==> config.mk <==
export PLATFORM = sky130hd
export DESIGN_NAME = sec_field_check
export DESIGN_NICKNAME = d
export VERILOG_FILES = /design/src/rtl/sec_pkg.sv /design/src/rtl/sec_base_align.sv /design/src/rtl/sec_field_check.sv
export SDC_FILE = /design/constraint.sdc
export NUM_CORES = 1
export LEC_CHECK = 0
export ABC_CLOCK_PERIOD_IN_PS = 5290
export BUFFER_PORTS_ARGS = -buffer_cell sky130_fd_sc_hd__buf_4
export CAP_MARGIN = 10
export CORE_ASPECT_RATIO = 0.5
export CORE_MARGIN = 4
export CORE_UTILIZATION = 46
export DETAILED_ROUTE_END_ITERATION = 16
export PLACE_DENSITY = 0.8
export SYNTH_ARGS = -nofsm -noshare
export SYNTH_HDL_FRONTEND = slang
export SYNTH_SLANG_ARGS = --single-unit
==> constraint.sdc <==
create_clock -name mclk_i -period 5.29 [get_ports mclk_i]
set_input_delay 1.058 -clock mclk_i [delete_from_list [all_inputs] [get_ports mclk_i]]
set_output_delay 1.058 -clock mclk_i [all_outputs]
set_load 0.02 [all_outputs]
==> src/rtl/sec_pkg.sv <==
`default_nettype none

package sec_pkg;

	// Entry field layout, bit positions inside the stream table entry.
	localparam int HW_UPDATE_ACCESS_BIT   = 183;
	localparam int HW_UPDATE_DIRTY_BIT    = 184;
	localparam int FAULT_STALL_BIT        = 185;
	localparam int FAULT_RECORD_BIT       = 186;
	localparam int TABLE_BASE_FIELD_LSB   = 196;
	localparam int TABLE_BASE_FIELD_MSB   = 243;

	// Table base: the field holds address bits 51 down to 4.
	localparam int TABLE_BASE_ADDR_W      = 52;
	localparam int TABLE_BASE_FIELD_W     = 48;
	localparam int TABLE_BASE_ADDR_LSB    = 4;
	localparam int MIN_ALIGN_LOG2_52      = 6;

	// Output size codes and the address widths they stand for.
	localparam logic [2:0] OUT_SIZE_32    = 3'h0;
	localparam logic [2:0] OUT_SIZE_36    = 3'h1;
	localparam logic [2:0] OUT_SIZE_40    = 3'h2;
	localparam logic [2:0] OUT_SIZE_42    = 3'h3;
	localparam logic [2:0] OUT_SIZE_44    = 3'h4;
	localparam logic [2:0] OUT_SIZE_48    = 3'h5;
	localparam logic [2:0] OUT_SIZE_52    = 3'h6;
	localparam logic [5:0] PA_BITS_32     = 6'h20;
	localparam logic [5:0] PA_BITS_36     = 6'h24;
	localparam logic [5:0] PA_BITS_40     = 6'h28;
	localparam logic [5:0] PA_BITS_42     = 6'h2a;
	localparam logic [5:0] PA_BITS_44     = 6'h2c;
	localparam logic [5:0] PA_BITS_48     = 6'h30;
	localparam logic [5:0] PA_BITS_52     = 6'h34;
	localparam logic [5:0] PA_BITS_NARROW = 6'h28;

	// Granule codes.
	localparam logic [1:0] GRANULE_4K     = 2'h0;
	localparam logic [1:0] GRANULE_64K    = 2'h1;
	localparam logic [1:0] GRANULE_16K    = 2'h2;

	// Hardware update support capability codes.
	localparam logic [1:0] HW_UPD_NONE    = 2'h0;
	localparam logic [1:0] HW_UPD_ACCESS  = 2'h1;

	// Walk cacheability code for non-cacheable memory.
	localparam logic [1:0] WALK_NONCACHE  = 2'h0;

	// Register map, byte addresses on the plain register port.
	localparam logic [7:0] REG_STATUS     = 8'h00;
	localparam logic [7:0] REG_MASK       = 8'h04;
	localparam logic [7:0] REG_BAD_COUNT  = 8'h08;
	localparam int         STS_BAD_ENTRY  = 0;
	localparam int         STS_NC_UPDATE  = 1;
	localparam int         STS_W          = 2;
	localparam logic [1:0] STATUS_RESET   = 2'h0;
	localparam logic [1:0] MASK_RESET     = 2'h0;

endpackage

`default_nettype wire

==> src/rtl/sec_base_align.sv <==
`default_nettype none

module sec_base_align (
	input  wire logic [47:0] base_field_i,
	input  wire logic [5:0]  align_log2_i,
	input  wire logic [5:0]  pa_bits_i,
	output logic      [51:0] base_o,
	output logic             out_of_range_o
);

	function automatic logic [51:0] low_mask(input logic [5:0] n);
		logic [51:0] m;
		m = '0;
		for (int i = 0; i < 52; i++) begin
			if (i < int'(n)) begin
				m[i] = 1'b1;
			end
		end
		return m;
	endfunction

	logic [51:0] raw_base;

	// Bits above 51 and below 4 are zero by construction.
	assign raw_base = {base_field_i, 4'h0};

	// Low bits under the table alignment are dropped before use.
	assign base_o = raw_base & ~low_mask(align_log2_i);

	// The unaligned value is checked so a stray high bit is never hidden.
	assign out_of_range_o = |(raw_base & ~low_mask(pa_bits_i));

endmodule

`default_nettype wire

==> src/rtl/sec_field_check.sv <==
`default_nettype none

module sec_field_check #(
	parameter bit EMBEDDED_IMPL = 1'b0,
	parameter bit NC_ATOMIC_OK  = 1'b0,
	parameter int ADDR_W        = 8,
	parameter int COUNT_W       = 16
) (
	input  wire logic              mclk_i,
	input  wire logic              rst_n_i,
	input  wire logic              entry_valid_i,
	input  wire logic              stage_two_enable_i,
	input  wire logic              second_stage_table_format_wide_i,
	input  wire logic              walk_access_flag_hw_update_i,
	input  wire logic              walk_dirty_state_hw_update_i,
	input  wire logic              fault_record_enable_i,
	input  wire logic              fault_stall_enable_i,
	input  wire logic [47:0]       second_stage_table_base_i,
	input  wire logic [1:0]        second_stage_granule_i,
	input  wire logic [2:0]        second_stage_output_size_i,
	input  wire logic [1:0]        walk_inner_cacheability_i,
	input  wire logic [1:0]        walk_outer_cacheability_i,
	input  wire logic              access_fault_disable_i,
	input  wire logic [5:0]        table_align_log2_i,
	input  wire logic              second_stage_present_i,
	input  wire logic [1:0]        hw_table_update_support_i,
	input  wire logic [2:0]        phys_addr_size_i,
	input  wire logic [ADDR_W-1:0] reg_addr_i,
	input  wire logic [31:0]       reg_wdata_i,
	input  wire logic              reg_we_i,
	input  wire logic              reg_re_i,
	output logic      [31:0]       reg_rdata_o,
	output logic                   irq_o,
	output logic                   result_valid_o,
	output logic                   entry_ok_o,
	output logic                   bad_entry_config_error_o,
	output logic                   access_update_o,
	output logic                   dirty_update_o,
	output logic                   fault_record_o,
	output logic                   fault_stall_o,
	output logic                   access_fault_disable_o,
	output logic      [51:0]       table_base_o
);

	if (ADDR_W < 4 || COUNT_W < 1 || COUNT_W > 32) begin : g_param_check
		$error("sec_field_check: ADDR_W must be 4 or more and COUNT_W 1 to 32");
	end

	function automatic logic [5:0] size_bits(input logic [2:0] code);
		case (code)
			sec_pkg::OUT_SIZE_32: size_bits = sec_pkg::PA_BITS_32;
			sec_pkg::OUT_SIZE_36: size_bits = sec_pkg::PA_BITS_36;
			sec_pkg::OUT_SIZE_40: size_bits = sec_pkg::PA_BITS_40;
			sec_pkg::OUT_SIZE_42: size_bits = sec_pkg::PA_BITS_42;
			sec_pkg::OUT_SIZE_44: size_bits = sec_pkg::PA_BITS_44;
			sec_pkg::OUT_SIZE_48: size_bits = sec_pkg::PA_BITS_48;
			default:              size_bits = sec_pkg::PA_BITS_52;
		endcase
	endfunction

	logic        stage_on;
	logic        acc_req;
	logic        dirty_req;
	logic        acc_bit;
	logic        dirty_bit;
	logic        ill_format;
	logic        ill_access;
	logic        ill_dirty;
	logic        ill_range;
	logic        illegal;
	logic        walk_nc;
	logic        nc_block;
	logic [5:0]  ps_bits;
	logic [5:0]  oas_bits;
	logic [5:0]  pa_eff;
	logic [5:0]  pa_range;
	logic        gran_64k;
	logic [5:0]  align_eff;
	logic [51:0] aligned_base;
	logic        out_of_range;

	// A stage that is not built has no enable to honour.
	assign stage_on = stage_two_enable_i & second_stage_present_i;

	// In an embedded build bits the support cannot serve read as zero, so they never offend.
	assign acc_req   = walk_access_flag_hw_update_i
	                 & ~(EMBEDDED_IMPL & (~second_stage_present_i
	                 | (hw_table_update_support_i == sec_pkg::HW_UPD_NONE)));
	assign dirty_req = walk_dirty_state_hw_update_i
	                 & ~(EMBEDDED_IMPL & (~second_stage_present_i
	                 | ~hw_table_update_support_i[1]));

	// Dirty tracking only counts together with access tracking.
	assign acc_bit   = acc_req;
	assign dirty_bit = acc_req & dirty_req;

	assign ill_format = stage_on & ~second_stage_table_format_wide_i & (acc_req | dirty_req);
	assign ill_access = stage_on & acc_req
	                  & (hw_table_update_support_i == sec_pkg::HW_UPD_NONE);
	assign ill_dirty  = stage_on & dirty_req & ~hw_table_update_support_i[1];

	assign ps_bits  = size_bits(second_stage_output_size_i);
	assign oas_bits = size_bits(phys_addr_size_i);
	assign gran_64k = second_stage_table_format_wide_i
	                & (second_stage_granule_i == sec_pkg::GRANULE_64K);
	assign pa_eff   = ~second_stage_table_format_wide_i ? sec_pkg::PA_BITS_NARROW
	                : ((ps_bits < oas_bits) ? ps_bits : oas_bits);
	// A 52-bit base is only reachable with the 64KB granule.
	assign pa_range = (~gran_64k && pa_eff > sec_pkg::PA_BITS_48) ? sec_pkg::PA_BITS_48
	                : pa_eff;

	assign align_eff = (gran_64k && pa_eff == sec_pkg::PA_BITS_52
	                 && table_align_log2_i < 6'(sec_pkg::MIN_ALIGN_LOG2_52))
	                 ? 6'(sec_pkg::MIN_ALIGN_LOG2_52) : table_align_log2_i;

	sec_base_align u_base_align (
		.base_field_i   (second_stage_table_base_i),
		.align_log2_i   (align_eff),
		.pa_bits_i      (pa_range),
		.base_o         (aligned_base),
		.out_of_range_o (out_of_range)
	);

	assign ill_range = stage_on & out_of_range;
	assign illegal   = ill_format | ill_access | ill_dirty | ill_range;

	// Atomic updates are only trusted on cacheable walks unless the build says otherwise.
	assign walk_nc  = (walk_inner_cacheability_i == sec_pkg::WALK_NONCACHE)
	                | (walk_outer_cacheability_i == sec_pkg::WALK_NONCACHE);
	assign nc_block = stage_on & acc_bit & walk_nc & ~NC_ATOMIC_OK;

	// Every check resolves in the same cycle as the entry, so results carry one edge of latency.
	always_ff @(posedge mclk_i) begin
		if (!rst_n_i) begin
			result_valid_o           <= 1'b0;
			entry_ok_o               <= 1'b0;
			bad_entry_config_error_o <= 1'b0;
		end else begin
			result_valid_o           <= entry_valid_i;
			entry_ok_o               <= entry_valid_i & ~illegal;
			bad_entry_config_error_o <= entry_valid_i & illegal;
		end
	end

	always_ff @(posedge mclk_i) begin
		if (!rst_n_i) begin
			access_update_o        <= 1'b0;
			dirty_update_o         <= 1'b0;
			fault_record_o         <= 1'b0;
			fault_stall_o          <= 1'b0;
			access_fault_disable_o <= 1'b0;
			table_base_o           <= '0;
		end else if (entry_valid_i) begin
			if (illegal) begin
				access_update_o        <= 1'b0;
				dirty_update_o         <= 1'b0;
				fault_record_o         <= 1'b0;
				fault_stall_o          <= 1'b0;
				access_fault_disable_o <= 1'b0;
				table_base_o           <= '0;
			end else begin
				access_update_o        <= stage_on & acc_bit & ~nc_block;
				dirty_update_o         <= stage_on & dirty_bit & ~nc_block;
				fault_record_o         <= stage_on & fault_record_enable_i;
				fault_stall_o          <= stage_on & fault_stall_enable_i;
				access_fault_disable_o <= stage_on & access_fault_disable_i & ~acc_bit;
				table_base_o           <= stage_on ? aligned_base : '0;
			end
		end
	end

	logic [sec_pkg::STS_W-1:0] status_q;
	logic [sec_pkg::STS_W-1:0] status_d;
	logic [sec_pkg::STS_W-1:0] status_set;
	logic [sec_pkg::STS_W-1:0] status_clr;
	logic [sec_pkg::STS_W-1:0] mask_q;
	logic [COUNT_W-1:0]        bad_count_q;
	logic                      sel_status;
	logic                      sel_mask;
	logic                      sel_count;

	assign sel_status = reg_addr_i == ADDR_W'(sec_pkg::REG_STATUS);
	assign sel_mask   = reg_addr_i == ADDR_W'(sec_pkg::REG_MASK);
	assign sel_count  = reg_addr_i == ADDR_W'(sec_pkg::REG_BAD_COUNT);

	always_comb begin
		status_set = '0;
		status_set[sec_pkg::STS_BAD_ENTRY] = entry_valid_i & illegal;
		status_set[sec_pkg::STS_NC_UPDATE] = entry_valid_i & ~illegal & nc_block;
		status_clr = (reg_we_i && sel_status) ? reg_wdata_i[sec_pkg::STS_W-1:0] : '0;
		// A new event in the clearing cycle survives the write.
		status_d   = (status_q & ~status_clr) | status_set;
	end

	always_ff @(posedge mclk_i) begin
		if (!rst_n_i) begin
			status_q <= sec_pkg::STATUS_RESET;
		end else begin
			status_q <= status_d;
		end
	end

	always_ff @(posedge mclk_i) begin
		if (!rst_n_i) begin
			mask_q <= sec_pkg::MASK_RESET;
		end else if (reg_we_i && sel_mask) begin
			mask_q <= reg_wdata_i[sec_pkg::STS_W-1:0];
		end
	end

	// The count saturates rather than wrapping, so a flood never looks like silence.
	always_ff @(posedge mclk_i) begin
		if (!rst_n_i) begin
			bad_count_q <= '0;
		end else if (entry_valid_i && illegal && !(&bad_count_q)) begin
			bad_count_q <= bad_count_q + COUNT_W'(1);
		end
	end

	always_ff @(posedge mclk_i) begin
		if (!rst_n_i) begin
			irq_o <= 1'b0;
		end else begin
			irq_o <= |(status_d & mask_q);
		end
	end

	always_ff @(posedge mclk_i) begin
		if (!rst_n_i) begin
			reg_rdata_o <= '0;
		end else if (reg_re_i && sel_status) begin
			reg_rdata_o <= 32'(status_q);
		end else if (reg_re_i && sel_mask) begin
			reg_rdata_o <= 32'(mask_q);
		end else if (reg_re_i && sel_count) begin
			reg_rdata_o <= 32'(bad_count_q);
		end else begin
			reg_rdata_o <= '0;
		end
	end
endmodule

`default_nettype wire

# After elaboration in Yosys (flattened, before gate mapping)
# Index checks and enable logic that the tools add are counted.
[op_classes]
add_sub_neg = 1
order_cmp = 107
eq_ne = 14
mux = 121
n_bitwise = 42
n_reduce_logical = 22
[op_table]
columns = ["cell", "count"]
rows = [
  ["$lt A6 B6 Y1 const A", 40],
  ["$lt A5 B6 Y1 const A", 32],
  ["$mux W1", 109],
  ["$and A52 B52 Y52", 2],
  ["$mux W52", 2],
  ["$not A52 Y52", 2],
  ["$lt A4 B6 Y1 const A", 16],
  ["$pmux W5 S6", 2],
  ["$reduce_or A52 Y1", 1],
  ["$lt A3 B6 Y1 const A", 8],
  ["$lt A1 B6 Y1 const A", 4],
  ["$lt A2 B6 Y1 const A", 4],
  ["$mux W6", 4],
  ["$and A1 B1 Y1", 21],
  ["$add A16 B1 Y16 const B", 1],
  ["$reduce_and A16 Y1", 1],
  ["$eq A3 B2 Y1 const B", 4],
  ["$eq A3 B3 Y1 const B", 4],
  ["$logic_and A1 B1 Y1", 10],
  ["$eq A8 B3 Y1 const B", 1],
  ["$eq A8 B4 Y1 const B", 1],
  ["$logic_not A8 Y1", 1],
  ["$mux W2", 4],
  ["$not A1 Y1", 8],
  ["other kinds (16)", 25],
]
[word_totals]
register_bits = 113
in_bits = 121
output_inout_bits = 93
word_cells = 323

# Depth between registers and ports, before layout
[depth]
word_depth = 21
mapped_depth = 14
depth_no_buf = 12

# Hierarchy
# From an unflattened synthesis, not the netlist that was laid out.
[unflattened]
hier_cells = 625
hier_area_um2 = 5328.9
[modules_own_cells]
columns = ["mod", "n_inst", "cells_each", "area_per_inst_um2", "seq_area_each_um2"]
rows = [
  ["sec_field_check", 1, 390, 3951.3, 1941.9],
  ["sec_base_align", 1, 235, 1377.6, 0.0],
]

# Worst setup path before layout
# No wires, ideal clock.
[synth_timing]
kind = "input-to-reg"
start = "input port second_stage_output_size_i[0]"
end = "register table_base_o[11]"
setup_time_ns = 0.117
arrival_ns = 3.551
t_required_ns = 5.173
setup_slack_ns = 1.621
path_stages = 12
path_buffers = 1
cell_sequence = "o21ai_0 inv_1 ha_1 a21oi_1 nand2_1 o32ai_2 nand2_1 o311ai_4 a211oi_4 and2_1 buf_4 a32o_1"
[synth_between]
elab_chain_cells = 16
elab_cells_between_ends = 132
cone_classes = "order compare (55); eq/ne (6); mux (60); bitwise (6); reduce/logical (5)"
[synth_rtl]
columns = ["element", "line_no", "text"]
rows = [
  ["start: declaration", "sec_field_check.sv:20", "input wire logic [2:0] second_stage_output_size_i,"],
  ["$eq A3 B3 Y1 (tied with other cells)", "sec_field_check.sv:50", "case (code)"],
  ["$pmux W5 S6 (*)", "sec_field_check.sv:50", ""],
  ["$lt A6 B6 Y1", "sec_field_check.sv:107", ": ((ps_bits < oas_bits) ? ps_bits : oas_bits);"],
  ["$mux W6 (*)", "sec_field_check.sv:107", ""],
  ["$mux W6 (*)", "sec_field_check.sv:106", "assign pa_eff = ~second_stage_table_format_wide_i ? sec_pkg::PA_BITS_NARROW"],
  ["$gt A6 B6 Y1", "sec_field_check.sv:109", "assign pa_range = (~gran_64k && pa_eff > sec_pkg::PA_BITS_48) ? sec_pkg::PA_BITS_48"],
  ["$logic_and A1 B1 Y1", "sec_field_check.sv:109", ""],
  ["$mux W6", "sec_field_check.sv:109", ""],
  ["$lt A1 B6 Y1 (tied with other cells)", "sec_base_align.sv:15", "if (i < int'(n)) begin"],
  ["$mux W1", "sec_base_align.sv:15", ""],
  ["$not A52 Y52", "sec_base_align.sv:31", "assign out_of_range_o = |(raw_base & ~low_mask(pa_bits_i));"],
  ["$and A52 B52 Y52", "sec_base_align.sv:31", ""],
  ["$reduce_or A52 Y1", "sec_base_align.sv:31", ""],
  ["$and A1 B1 Y1", "sec_field_check.sv:124", "assign ill_range = stage_on & out_of_range;"],
  ["$or A1 B1 Y1", "sec_field_check.sv:125", "assign illegal = ill_format | ill_access | ill_dirty | ill_range;"],
  ["$mux W52 (*)", "sec_field_check.sv:154", "if (illegal) begin"],
  ["end signal: assignment", "sec_field_check.sv:167", "table_base_o <= stage_on ? aligned_base : '0;"],
  ["end: declaration", "sec_field_check.sv:42", "output logic [51:0] table_base_o"],
]
# Mark *: on every way between the ends. The rest lies on a longest branch, timed or not.
# A chain may end at the register's enable or synchronous reset.

# Final worst setup path
# Ends and elaborated chain as after synthesis.

==> impl_metrics.py <==
metrics = {
    "global_route": {
        "grt_use_met1": 0.288,
        "grt-ovfl-total": 0,
        "grt_max_degree": 33,
        "grt_pass1_wl_um": 21700,
        "grtUsageTotal": 0.236,
        "antenna_found_initial": 0,
        "grt_pass1_vias": 4289,
        "top_usage_layer": "met2",
        "met3_usage": 0.0607,
        "gr-usage-met2": 0.409,
    },
    "floorplanning": {
        "rows": 24,
        "die_area_mm2": 0.0112,
        "die_x_um": 146,
        "start_util": 0.486,
        "pin_count": 214,
        "dieHeight_um": 76.9,
        "fp.coreArea_mm2": 0.00898,
    },
    "sta": {
        "setup_viol_count_final": 0,
        "holdWs_ns": 0.440,
        "drv_slew": 0,
        "finClkSkew_ns": 0.00372,
        "fin_crit_ns": 4.09,
        "post-route-period-util": 0.774,
        "hold_viol_final": 0,
        "max_slew_margin": 0.572,
        "worst_slew_pin_slew_ns": 0.637,
        "grt_setup_unrepaired": "false",
        "timing.fmax_mhz": 244,
        "setup-tns-final_ns": 0,
    },
    "power": {
        "power.leakage_nw": 2.67,
        "p_sw_w": 0.000394,
        "switching_share": 0.239,
        "p_comb_frac": 0.120,
        "vdd_drop_max_mv": 0.207,
        "p_seq_frac": 0.428,
        "p_clk_frac": 0.452,
        "powerDensity_mw_per_mm2": 277,
        "p_int_w": 0.00125,
    },
    "detailed_routing": {
        "drcViolationCount": 0,
        "first_pass_iters": 4,
        "drt_iter0_markers": 281,
        "wirelength_um": 13300,
        "postRouteAntennaNets": 0,
        "routed_via_density": 5.44,
        "dr_total_vias": 4289,
        "wl_per_cell_um": 16.9,
    },
    "synth": {
        "yosys_most_used_dff": "dfxtp_1",
        "syn_inst": 514,
        "syn_area_per_cell_um2": 8.50,
        "ys_async_sr_fraction": 0,
        "synth-edff-count": 0,
        "ys_seq_area_frac": 0.426,
        "netlist_area_mm2": 0.00437,
        "ys_ff_latch": 93,
        "synth.distinct_cells": 60,
        "yosys_warnings": 0,
    },
    "placed_design": {
        "dp_hpwl_um": 10100,
        "globalplace.congestion": 0.846,
        "place_inst": 771,
        "port_buffers": 163,
    },
    "setup_path": {
        "reg2reg_depth": 8,
        "crit_chain": "buf_4 > o21ai_0 > inv_1 > ha_1 > a21oi_1 > and3_1 > o21ai_0 > a211oi_2 > o311ai_4 > a211oi_4 > buf_4 > and2_1 > a32o_1",
        "reg2reg_slack_ns": 2.96,
        "r2r-end": "bad_count_q[6]",
        "cp_max_fo": 18,
        "cp-start-kind": "input port",
        "critical_path_class": "input port to flop",
        "cpPeakStageDelay_ns": 0.44,
        "rr_startpoint": "bad_count_q[4]",
        "arrival_ns": 4.38,
        "cp.required_ns": 5.58,
        "slowest_stage": "and2_1",
        "end_kind": "flop",
    },
    "cells_and_area": {
        "drive_gt1_frac": 0.295,
        "final_cells": 788,
        "antenna_cells": 0,
        "layout_commonest_cell": "buf_4",
        "nets": 791,
        "area_growth_pct": 36.0,
        "fillers": 797,
        "most-common-layout-cells": "buf_4, dfxtp_1, nand2_1",
    },
    "clocking": {
        "cts_resized": 0,
        "clkSlewWorstSetupHoldPaths_ns": 0.06,
        "ctsHoldBuffers": 0,
        "htreeDepth": 3,
        "clk_latency_ns": 0.34,
        "cts_root_buffer": "clkbuf_16",
        "clockBufferDepth": 2,
        "cts_tree": "built",
        "cts_sinks": 93,
        "cts_buffers": 9,
        "post_cts_buffers": 0,
    },
    "hold_path": {
        "min-delay-start": "table_base_o[28]",
        "hold_path_class": "flop to flop",
        "holdPathEnd": "table_base_o[28]",
        "whs_path_depth": 2,
    },
    "status": {
        "outcome": "finished clean",
    },
    "flow_run": {
        "cap_violations": 0,
    },
}
==> worst max path at each step <==
stage	endpoint	slack (ns)	start
finish	table_base_o[11]	1.20	second_stage_output_size_i[0]
global route	table_base_o[11]	0.95	second_stage_output_size_i[0]
CTS	table_base_o[11]	1.26	second_stage_output_size_i[0]
detailed placement	bad_count_q[6]	0.98	second_stage_output_size_i[0]
global placement	table_base_o[11]	0.98	second_stage_output_size_i[0]
floorplan	table_base_o[11]	1.62	second_stage_output_size_i[0]
==> worst max-delay path, delay by kind of cell <==
kind / cells / cell delay (ns)
compound gates: 7 / 1.72
simple gates: 2 / 0.72
buf+inv: 3 / 0.50
fa+ha+maj: 1 / 0.37
==> through the flow <==
| stage | util | setup WS [ns] | power [W] | cell area [µm²] |
|---|---|---|---|---|
| CTS | 0.661 | 1.26 | 0.00166 | 5930 |
| global route | 0.661 | 0.954 | 0.00171 | 5940 |
| finish | 0.661 | 1.20 | 0.00165 | 5940 |
| global placement | 0.622 | 0.976 | 0.000913 | 5590 |
| detailed placement | 0.622 | 0.975 | 0.000915 | 5590 |
| floorplan | - | 1.62 | 0.000837 | 4440 |
==> state kept, by name, summed over array words and instances (netlist names), 2 cells and up <==
name,cells
bad_count_q,16
mask_q,2
reg_rdata_o,16
status_q,2
table_base_o,48
==> area by class of cell <==
class,instances,area [µm²],share of cell area
clock inverters,7,121,0.0204
clock buffers,9,225,0.0379
well taps,117,146,0.0247
inverters,14,52.6,0.00885
flip-flops and latches,93,1860,0.314
multi-input cells,381,2280,0.384
repair buffers,167,1250,0.211
==> synth_stat cells, types with 4 or more instances <==
library cell | number | share of area
mux2i_1 | 8 | 0.018
inv_1 | 13 | 0.011
a22o_1 | 13 | 0.026
clkbuf_1 | 20 | 0.017
o21ai_0 | 37 | 0.042
nand4_1 | 4 | 0.0057
xor2_1 | 4 | 0.0080
o211ai_1 | 9 | 0.015
nand2b_1 | 7 | 0.010
nor2b_1 | 5 | 0.0072
nor4_1 | 6 | 0.0086
a21oi_1 | 20 | 0.023
a21o_1 | 5 | 0.0086
dfxtp_1 | 93 | 0.43
or3_1 | 7 | 0.010
and2_1 | 21 | 0.030
buf_4 | 21 | 0.036
nor2_1 | 32 | 0.028
ha_1 | 4 | 0.011
a32o_1 | 9 | 0.021
nand3_1 | 22 | 0.025
or4_1 | 5 | 0.0086
nor3_1 | 9 | 0.010
a21boi_0 | 7 | 0.012
nand2_1 | 72 | 0.062
o31ai_1 | 11 | 0.019
==> cells by family after synthesis <==
family | after synthesis | synth area share
buf+inv | 59 | 0.0699
xor+xnor | 6 | 0.0120
fa+ha+maj | 4 | 0.0115
flops | 93 | 0.426
compound gates | 134 | 0.219
other cells | 1 | 0.000859
mux | 9 | 0.0209
simple gates | 208 | 0.240
==> layer usage <==
metal  routed length [µm]  vias to the layer above
met2                 6480                      142
met5                    0                        -
met1                 5670                     2018
met3                  913                       23
met4                  244                        0
li1                     -                     2106
==> power groups by stage <==
stage | sequential (W) | combinational [W] | clock [W]
floorplan | 0.000723 | 0.000114 | 0
global placement | 0.000721 | 0.000193 | 0
detailed placement | 0.000721 | 0.000194 | 0
CTS | 0.000704 | 0.000195 | 0.000758
global route | 0.000704 | 0.000216 | 0.000786
finish | 0.000705 | 0.000197 | 0.000744
Power figures use the tool's default switching activity.
